### src/dctd_pkg.sv
/*
  Package for the duty-cycle temperature decoder host readout.
  Holds the state encoding, widths, prescaler figures and the byte
  offsets of the result bytes. Assumes a 25 MHz reference clock.
*/
package dctd_pkg;

  // Counter width and reference clock.
  localparam int unsigned CNT_W        = 16;
  localparam int unsigned REF_CLK_HZ   = 25000000;

  // Counters advance once every twelve reference cycles.
  localparam int unsigned PRESCALE_DIV = 12;
  localparam logic [3:0]  PRESCALE_MAX = 4'(PRESCALE_DIV - 1);

  // Full-scale count that marks a stuck or missing sensor output.
  localparam logic [CNT_W-1:0] CNT_FULL  = 16'hFFFF;
  localparam logic [CNT_W-1:0] CNT_RESET = 16'h0000;

  // Result byte locations, low byte first, high period then low period.
  localparam logic [7:0] RES_HIGH_LO_ADDR = 8'h8A;
  localparam logic [7:0] RES_LOW_LO_ADDR  = 8'h8B;
  localparam logic [7:0] RES_HIGH_HI_ADDR = 8'h8C;
  localparam logic [7:0] RES_LOW_HI_ADDR  = 8'h8D;

  // Calibration constants of the temperature formula.
  localparam int unsigned TEMP_OFFSET_C = 235;
  localparam int unsigned TEMP_SLOPE_C  = 400;

  // Measurement sequence states.
  typedef enum logic [2:0] {
    DCTD_IDLE      = 3'b000,
    DCTD_WAIT_LOW  = 3'b001,
    DCTD_WAIT_RISE = 3'b010,
    DCTD_CNT_HIGH  = 3'b011,
    DCTD_CNT_LOW   = 3'b100
  } dctd_state_e;

endpackage

### src/dctd_decoder.sv
/*
  Host readout for a sensor whose single output is a square wave.
  Measures the high period and the low period with two 16-bit counters
  clocked at the reference rate divided by twelve, and holds both as
  low and high bytes.

  A start pulse taken while idle clears both counters and arms the sequence. The block
  then waits for the line to be low, so that a high phase already under
  way is never measured in part. The next rising edge starts the high
  count, the falling edge hands over to the low count, and the rising
  edge after that completes the measurement and latches both results.

  The results are ratiometric: the temperature follows from the ratio of
  the two counts, so the exact reference rate does not matter as long as
  it is steady over both phases.

  Assumes the sensor pin is asynchronous to ref_clk and that a start
  pulse comes from logic on ref_clk. Assumes the high phase never lasts
  long enough to fill a counter; a full counter is reported as an error
  and leaves the previous results untouched.
*/
// Contract
// - Host measures both high and low periods to derive temperature.
// - Counting clock exact rate irrelevant; must be stable and fast enough.
// - Exactly one input line from the sensor is used.
// - Counters advance at reference clock divided by twelve.
// - Counting begins only once mode and run control are both set.
// - One counter runs while output high, another while output low.
// - Clear both counters, wait for low before arming for rise.
// - Both counters are sixteen bits wide.
// - Rise starts high count; fall swaps; next rise completes.
// - Results held as low and high bytes, locations 8A to 8D.
// - Polling may lag edges up to 24 clocks; here edges lag two to three clocks.
// - Temperature equals 235 minus 400 times high over low.
`timescale 1ns/100ps

module dctd_decoder
  import dctd_pkg::*;
(
  input  wire logic             ref_clk,
  input  wire logic             resetn,
  input  wire logic             sensor_in,
  input  wire logic             start,
  input  wire logic [7:0]       byte_addr,
  output logic      [7:0]       byte_data,
  output logic      [CNT_W-1:0] high_period,
  output logic      [CNT_W-1:0] low_period,
  output logic                  busy,
  output logic                  result_valid,
  output logic                  error_flag
);

  ////////////////////////////////////////////////////////////////////////////
  // Reset release and pin synchroniser.

  logic rst_meta_reg;
  logic rst_sync_reg;
  logic rst_n;
  logic pin_meta_reg;
  logic pin_sync_reg;
  logic pin_prev_reg;

  // Reset is asserted at once and released through two flip-flops.
  // An unsynchronised release could reach some flip-flops one edge
  // before others and leave the sequence in a state no edge led to.
  always_ff @(posedge ref_clk or negedge resetn) begin
    if (!resetn) begin
      rst_meta_reg <= 1'b0;
      rst_sync_reg <= 1'b0;
    end else begin
      rst_meta_reg <= 1'b1;
      rst_sync_reg <= rst_meta_reg;
    end
  end
  assign rst_n = rst_sync_reg;

  // The single sensor line passes two flip-flops before use.
  // The first flop may go metastable, so only the second is read.
  // A third flop keeps the previous level for edge detection.
  always_ff @(posedge ref_clk or negedge rst_n) begin
    if (!rst_n) begin
      pin_meta_reg <= 1'b0;
      pin_sync_reg <= 1'b0;
      pin_prev_reg <= 1'b0;
    end else begin
      pin_meta_reg <= sensor_in;
      pin_sync_reg <= pin_meta_reg;
      pin_prev_reg <= pin_sync_reg;
    end
  end

  logic pin_rise;
  logic pin_fall;

  // Edges seen two to three cycles after the pin moves, equally on both.
  // Both edges pass the same delay, so the delay adds no error to the measured periods.
  assign pin_rise = pin_sync_reg & ~pin_prev_reg;
  assign pin_fall = ~pin_sync_reg & pin_prev_reg;

  ////////////////////////////////////////////////////////////////////////////
  // Prescaler: one tick every twelve reference cycles.

  logic [3:0] pre_reg;
  logic [3:0] pre_next;
  logic       tick;
  logic       mode_cfg_reg;
  logic       run_ctl_reg;

  // The divider runs only while a counter may run, so the high period starts
  // on a fresh prescale phase; the low period keeps the phase left at the fall.
  // A tick that meets the ending edge is dropped, so a count may read low.
  always_comb begin
    pre_next = pre_reg;
    tick     = 1'b0;
    if (mode_cfg_reg && run_ctl_reg) begin
      if (pre_reg == PRESCALE_MAX) begin
        pre_next = 4'h0;
        tick     = 1'b1;
      end else begin
        pre_next = pre_reg + 4'h1;
      end
    end else begin
      pre_next = 4'h0;
    end
  end

  // Registers the divider phase.
  always_ff @(posedge ref_clk or negedge rst_n) begin
    if (!rst_n) begin
      pre_reg <= 4'h0;
    end else begin
      pre_reg <= pre_next;
    end
  end

  ////////////////////////////////////////////////////////////////////////////
  // Measurement sequence and period counters.

  // Sequence state, run controls, live counters, held results and flags.
  dctd_state_e      state_reg;
  dctd_state_e      state_next;
  logic             mode_cfg_next;
  logic             run_ctl_next;
  logic [CNT_W-1:0] hi_cnt_reg;
  logic [CNT_W-1:0] hi_cnt_next;
  logic [CNT_W-1:0] lo_cnt_reg;
  logic [CNT_W-1:0] lo_cnt_next;
  logic [CNT_W-1:0] hi_res_reg;
  logic [CNT_W-1:0] hi_res_next;
  logic [CNT_W-1:0] lo_res_reg;
  logic [CNT_W-1:0] lo_res_next;
  logic             valid_reg;
  logic             valid_next;
  logic             err_reg;
  logic             err_next;

  // Next-state logic for the edge sequence, counters and results.
  // A taken start clears the counters and leaves the held results alone.
  // The high counter runs only in the high state and the low counter only
  // in the low state; a counter stuck at full scale ends with an error.
  always_comb begin
    state_next    = state_reg;
    mode_cfg_next = mode_cfg_reg;
    run_ctl_next  = run_ctl_reg;
    hi_cnt_next   = hi_cnt_reg;
    lo_cnt_next   = lo_cnt_reg;
    hi_res_next   = hi_res_reg;
    lo_res_next   = lo_res_reg;
    valid_next    = valid_reg;
    err_next      = err_reg;
    case (state_reg)
      DCTD_IDLE: begin
        if (start) begin
          hi_cnt_next   = CNT_RESET;
          lo_cnt_next   = CNT_RESET;
          mode_cfg_next = 1'b1;
          run_ctl_next  = 1'b0;
          valid_next    = 1'b0;
          err_next      = 1'b0;
          state_next    = DCTD_WAIT_LOW;
        end
      end
      DCTD_WAIT_LOW: begin
        if (!pin_sync_reg) begin
          state_next = DCTD_WAIT_RISE;
        end
      end
      DCTD_WAIT_RISE: begin
        if (pin_rise) begin
          run_ctl_next = 1'b1;
          state_next   = DCTD_CNT_HIGH;
        end
      end
      DCTD_CNT_HIGH: begin
        if (pin_fall) begin
          state_next = DCTD_CNT_LOW;
        end else if (tick) begin
          if (hi_cnt_reg == CNT_FULL) begin
            err_next      = 1'b1;
            run_ctl_next  = 1'b0;
            mode_cfg_next = 1'b0;
            state_next    = DCTD_IDLE;
          end else begin
            hi_cnt_next = hi_cnt_reg + 16'h0001;
          end
        end
      end
      DCTD_CNT_LOW: begin
        if (pin_rise) begin
          hi_res_next   = hi_cnt_reg;
          lo_res_next   = lo_cnt_reg;
          valid_next    = 1'b1;
          run_ctl_next  = 1'b0;
          mode_cfg_next = 1'b0;
          state_next    = DCTD_IDLE;
        end else if (tick) begin
          if (lo_cnt_reg == CNT_FULL) begin
            err_next      = 1'b1;
            run_ctl_next  = 1'b0;
            mode_cfg_next = 1'b0;
            state_next    = DCTD_IDLE;
          end else begin
            lo_cnt_next = lo_cnt_reg + 16'h0001;
          end
        end
      end
      default: begin
        state_next = DCTD_IDLE;
      end
    endcase
  end

  // Registers the sequence state, counters and held results.
  always_ff @(posedge ref_clk or negedge rst_n) begin
    if (!rst_n) begin
      state_reg    <= DCTD_IDLE;
      mode_cfg_reg <= 1'b0;
      run_ctl_reg  <= 1'b0;
      hi_cnt_reg   <= CNT_RESET;
      lo_cnt_reg   <= CNT_RESET;
      hi_res_reg   <= CNT_RESET;
      lo_res_reg   <= CNT_RESET;
      valid_reg    <= 1'b0;
      err_reg      <= 1'b0;
    end else begin
      state_reg    <= state_next;
      mode_cfg_reg <= mode_cfg_next;
      run_ctl_reg  <= run_ctl_next;
      hi_cnt_reg   <= hi_cnt_next;
      lo_cnt_reg   <= lo_cnt_next;
      hi_res_reg   <= hi_res_next;
      lo_res_reg   <= lo_res_next;
      valid_reg    <= valid_next;
      err_reg      <= err_next;
    end
  end

  ////////////////////////////////////////////////////////////////////////////
  // Result byte read port and registered outputs.

  logic [7:0] byte_next;

  // Byte select of the held results; unknown locations read zero.
  // The selected byte is registered with the other outputs, a cycle late.
  always_comb begin
    if (byte_addr == RES_HIGH_LO_ADDR) begin
      byte_next = hi_res_reg[7:0];
    end else if (byte_addr == RES_LOW_LO_ADDR) begin
      byte_next = lo_res_reg[7:0];
    end else if (byte_addr == RES_HIGH_HI_ADDR) begin
      byte_next = hi_res_reg[15:8];
    end else if (byte_addr == RES_LOW_HI_ADDR) begin
      byte_next = lo_res_reg[15:8];
    end else begin
      byte_next = 8'h00;
    end
  end

  // Every output comes from a flip-flop.
  // Values other than byte_data come from the next-state terms, so those outputs move with the state.
  always_ff @(posedge ref_clk or negedge rst_n) begin
    if (!rst_n) begin
      byte_data    <= 8'h00;
      high_period  <= CNT_RESET;
      low_period   <= CNT_RESET;
      busy         <= 1'b0;
      result_valid <= 1'b0;
      error_flag   <= 1'b0;
    end else begin
      byte_data    <= byte_next;
      high_period  <= hi_res_next;
      low_period   <= lo_res_next;
      busy         <= (state_next != DCTD_IDLE);
      result_valid <= valid_next;
      error_flag   <= err_next;
    end
  end

endmodule

### config.mk
export PLATFORM = sky130hd
export DESIGN_NAME = dctd_decoder
export DESIGN_NICKNAME = d
export VERILOG_FILES = /design/src/dctd_pkg.sv /design/src/dctd_decoder.sv
export SDC_FILE = /design/constraint.sdc
export NUM_CORES = 1
export LEC_CHECK = 0
export BUFFER_PORTS_ARGS = -buffer_cell sky130_fd_sc_hd__buf_4
export CELL_PAD_IN_SITES_DETAIL_PLACEMENT = 1
export CELL_PAD_IN_SITES_GLOBAL_PLACEMENT = 1
export CORE_MARGIN = 2
export CORE_UTILIZATION = 49
export CTS_CLUSTER_DIAMETER = 80
export DETAILED_ROUTE_END_ITERATION = 7
export PLACE_DENSITY = 0.88
export SYNTH_ARGS = -nofsm -noshare
export SYNTH_HDL_FRONTEND = slang
export SYNTH_SLANG_ARGS = --single-unit
### constraint.sdc
create_clock -name ref_clk -period 8.4 [get_ports ref_clk]
set_clock_uncertainty 0.2 [all_clocks]
set_input_delay 0.84 -clock ref_clk [delete_from_list [all_inputs] [get_ports ref_clk]]
set_output_delay 0.84 -clock ref_clk [all_outputs]
set_load 0.1 [all_outputs]
**After elaboration in Yosys (flattened, before gate mapping)**

Index checks and enable logic that the tools add are counted.

- Register bits after elaboration: 89
- Latch bits: 0
- Bits in writable memories: 0
- ROM bits: 0
- Bits of input ports: 12
- Output and inout bits: 43
- Word-level logic and storage cells: 108
- Memories: 0

- $add $sub $neg: 3
- Multiply operators: 0
- Divide/modulo/power cells: 0
- Magnitude comparators: 0
- Equal/unequal tests: 24
- Shift operators: 0
- Multiplexer cells: 46
- Bitwise gates (word level): 4
- Reductions and logical operators: 14

Operators by type and width:

| kind | number |
|---|---|
| $mux 16 | 7 |
| $pmux 16 s2 | 2 |
| $add 16x1->16 const B | 2 |
| $eq 16x16->1 const B | 2 |
| $eq 8x8->1 const B | 4 |
| $mux 8 | 4 |
| $mux 3 | 9 |
| $ne 2x2->1 const B | 11 |
| $mux 1 | 17 |
| $reduce_and 8->1 | 2 |
| $pmux 3 s5 | 1 |
| $reduce_and 5->1 | 2 |
| $mux 4 | 2 |
| $reduce_and 7->1 | 1 |
| $eq 3x2->1 const B | 2 |
| $ne 3x3->1 const B | 2 |
| $pmux 1 s3 | 2 |
| $reduce_bool 3->1 | 2 |
| $add 4x1->4 const B | 1 |
| $eq 4x4->1 const B | 1 |
| $pmux 1 s4 | 1 |
| $reduce_bool 2->1 | 2 |
| $reduce_bool 4->1 | 1 |
| $eq 3x1->1 const B | 1 |
| other kinds (8) | 10 |

**Depth between registers and ports, before layout**

- Depth in word-level cells: 7
- Gate-level depth with buffers: 7
- Gate-level depth less buffers: 6

**Least setup slack after synthesis**

Ideal clock, no wire load.

- Path kind: input-to-reg
- Start: in start
- End: reg lo_cnt_reg[13]
- Library setup time: 78 ps
- Arrival time: 2357 ps
- Data required time: 8122 ps
- Setup slack: 5765 ps
- Stages: 5
- Path buffers: 0
- Cell sequence: nor2_1 > a211o_4 > or4b_4 > or4_1 > a21oi_1

- Word-level cells in the longest chain between the ends: 2

Ends and longest elaborated chain:

| element | line | source |
|---|---|---|
| start, declared | dctd_decoder.sv:43 | `input wire logic start,` |
| $ne 2x2->1 (no source line) | n/a |  |
| $reduce_and 5->1 (no source line) | n/a |  |
| end signal, assigned | dctd_decoder.sv:250 | `lo_cnt_reg <= lo_cnt_next;` |
| end, declared | dctd_decoder.sv:146 | `logic [CNT_W-1:0] lo_cnt_reg;` |

No other way between the ends.
A chain may end at the register's enable or synchronous reset.

**Worst setup path in the final report**

- Start: reg pre_reg[0]
- End: reg hi_cnt_reg[15]

- Word-level cells in the longest chain between the ends: 5

Ends and longest elaborated chain:

| element | line | source |
|---|---|---|
| start, declared | dctd_decoder.sv:103 | `logic [3:0] pre_reg;` |
| start signal, assigned | dctd_decoder.sv:132 | `pre_reg <= pre_next;` |
| $eq 4x4->1 | dctd_decoder.sv:116 | `if (pre_reg == PRESCALE_MAX) begin` |
| $mux 1 | dctd_decoder.sv:116 |  |
| $mux 1 | dctd_decoder.sv:115 | `if (mode_cfg_reg && run_ctl_reg) begin` |
| $ne 2x2->1 (no source line) | n/a |  |
| $reduce_and 5->1 (no source line) | n/a |  |
| end signal, assigned | dctd_decoder.sv:249 | `hi_cnt_reg <= hi_cnt_next;` |
| end, declared | dctd_decoder.sv:144 | `logic [CNT_W-1:0] hi_cnt_reg;` |

No other way between the ends.

==> summary.txt <==
critical path required time: 8.49 ns
Post-synth top flop: dfrtp_1
largest cells by area after synthesis: dfrtp_1 53%, mux2_2 8.0%, xnor2_1 4.4%
vias in the first global route: 3496
CP Max Fanout: 14
post-DP HPWL: 7.98 mm
Post-route DRC: 0
Hold Vio Cnt, Final: 0
CTS tree: done
Layout fillers: 920
post-synthesis register bit count: 89
metal3 WL: 395 um
H-tree Lvls: 3
# nets final: 460
nature of the critical path endpoint: flip-flop
P per Cell Area: 212 mW/mm2
cell area after synthesis: 0.00421 mm2
Seq/Total Area, Yosys: 0.530
Yosys top cell area share: 0.530
Synth area leader: dfrtp_1
nature of the critical path startpoint: flip-flop
CP Buf/Inv Count: 0
critical path class: flip-flop to flip-flop
final setup TNS: 0 ns
clock sink count: 89
Post-Route WL: 11.4 mm
routed len/inst: 20.5 um
Fmax achieved: 0.359 GHz
gpl congestion: 0.846
Starting Density: 0.509
# setup viols final: 0
synthesized area per cell: 10.8 um2
Root Buffer: clkbuf_8
crit-path leading delay family: simple AND/OR/NAND/NOR gates
largest net degree at the start of global routing: 88
Synth Warn #: 0
I/O Buffers: 54
Total GRT Usage: 0.249
Post-CTS Setup Inserts: 0
delay of the slowest critical-path stage: 0.54 ns
cells after synthesis: 391
Syn Nets: 406
clock latency on the worst-skew pair: 0.37 ns
run status: finished clean
minimum clock period after layout: 2.78 ns
max-cap violations: 0
vias: 3304
Die Area: 0.00934 mm2
clock slew at reported path FFs: 0.09 ns
grt ovf: 0
relative slew slack: 0.251
ant diodes: 0
met2 wire len: 5.80 mm
Final ANT Viol Nets: 0
EDFF count, synth: 0
maximum vdd drop: 0.158 mV
Worst path slowest cell: o2111ai_1
distinct cell type count of the synthesized netlist: 50
Syn-to-layout area delta: 16.8%
Core Rows: 33
Hold Buf Count CTS: 0
Worst Tran Pin Value: 1.11 ns
initial antenna violation count: 0
vias per cell: 5.96
Max Used Layer: met4
Slew Viols, Final: 0
synth cell count leaders: 89 x dfrtp_1, 44 x nor2_1, 30 x mux2_2
first-pass GRT wire length: 18.6 mm
wl on met1: 4.99 mm
RSZ-0062 raised after global routing: false
Final period util: 0.331
Leak Pwr: 0.00225 uW
Synth async-reset ratio: 1.00
Chip Height: 96.6 um
Worst EP arrival: 2.87 ns
hold slack: 0.0401 ns
layout cells sized above 1: 0.243
Core ar.: 0.00826 mm2
Pre-antenna DRT Iters: 4
initial DRC count: 219
CTS Buf Count: 9
post-CTS sizing: 0
most common cell in the netlist: dfrtp_1
chip width: 96.6 um
Boundary Pins: 55
CTS max path bufs: 2
HP Class: primary input to async pin
crit-path cells: ha_1 > and3b_1 > o2111ai_1 > or2_0 > or3_1 > a21oi_1
[layout make-up]
class                      instances  area, um2  share of cell area
tap                              105        131              0.0268
inverter                           5       18.8             0.00382
multi-input combinational        282       1900               0.386
sequential                        89       2230               0.454
clock inverter                     2       37.5             0.00765
clock buffer                      13        159              0.0324
timing repair buffer              58        435              0.0887
[layer usage]
metal,vias to the layer above,track usage
met5,-,0
met4,0,0.0802
met3,16,0.0434
met2,78,0.408
met1,1685,0.340
li1,1525,-
[cell usage in the layout (no fill, tap or decap), drive strengths merged, types with 10 or more instances in the layout]
| cell type | count |
|---|---|
| a21oi | 12 |
| buf | 58 |
| clkbuf | 13 |
| dfrtp | 89 |
| mux2 | 30 |
| mux2i | 10 |
| nand2 | 28 |
| nand3 | 14 |
| nand4 | 13 |
| nor2 | 44 |
| nor4 | 17 |
| o21ai | 14 |
| xnor2 | 21 |
[power breakdown]
part	switching, uW	internal (uW)
Sequential	40.8	457
Clock	151	153
Combinational	173	68.6
[metrics by stage]
| stage | total power [uW] | utilization | setup WS, ns | cell area [um2] | instances |
|---|---|---|---|---|---|
| 2_1_floorplan | 684 | - | 5.54 | 4210 | 391 |
| 3_3_place_gp | 735 | 0.571 | 5.58 | 4710 | 539 |
| 3_5_place_dp | 746 | 0.571 | 5.54 | 4710 | 539 |
| 4_1_cts | 1040 | 0.595 | 5.61 | 4910 | 554 |
| 5_1_grt | 1090 | 0.595 | 5.32 | 4910 | 554 |
| 6_report | 1040 | 0.595 | 5.62 | 4910 | 554 |
[cell families (layout without fill, tap and decap cells)]
family / Yosys count / count (layout) / synth area share
AND/OR/NAND/NOR: 161 / 161 / 0.200
flip-flops: 89 / 89 / 0.530
AO/OA/AOI/OAI: 54 / 54 / 0.0887
multiplexers: 40 / 40 / 0.104
XOR/XNOR: 23 / 23 / 0.0479
buffers and inverters: 20 / 78 / 0.0199
adder cells (fa/ha/maj): 3 / 3 / 0.00893
other: 1 / 1 / 0.000892
[path summary, 6_finish.rpt]
path / from / end / slack [ns] / cells after the start
setup / recovery: pre_reg[0]$_DFF_PN0_ / hi_cnt_reg[15]$_DFFE_PN0P_ / 5.62 / 6
hold / removal: resetn / rst_n$_DFF_PN0_ / 0.04 / 1
setup reg to reg: pre_reg[0]$_DFF_PN0_ / hi_cnt_reg[15]$_DFFE_PN0P_ / 5.62 / 6
hold reg to reg: pin_meta_reg$_DFF_PN0_ / pin_sync_reg$_DFF_PN0_ / 0.16 / 0
max in group asynchronous: rst_n$_DFF_PN0_ / byte_data[7]$_DFF_PN0_ / 6.92 / 1
min in group ref_clk: pin_meta_reg$_DFF_PN0_ / pin_sync_reg$_DFF_PN0_ / 0.16 / 0
Power figures use the tool's default switching activity.
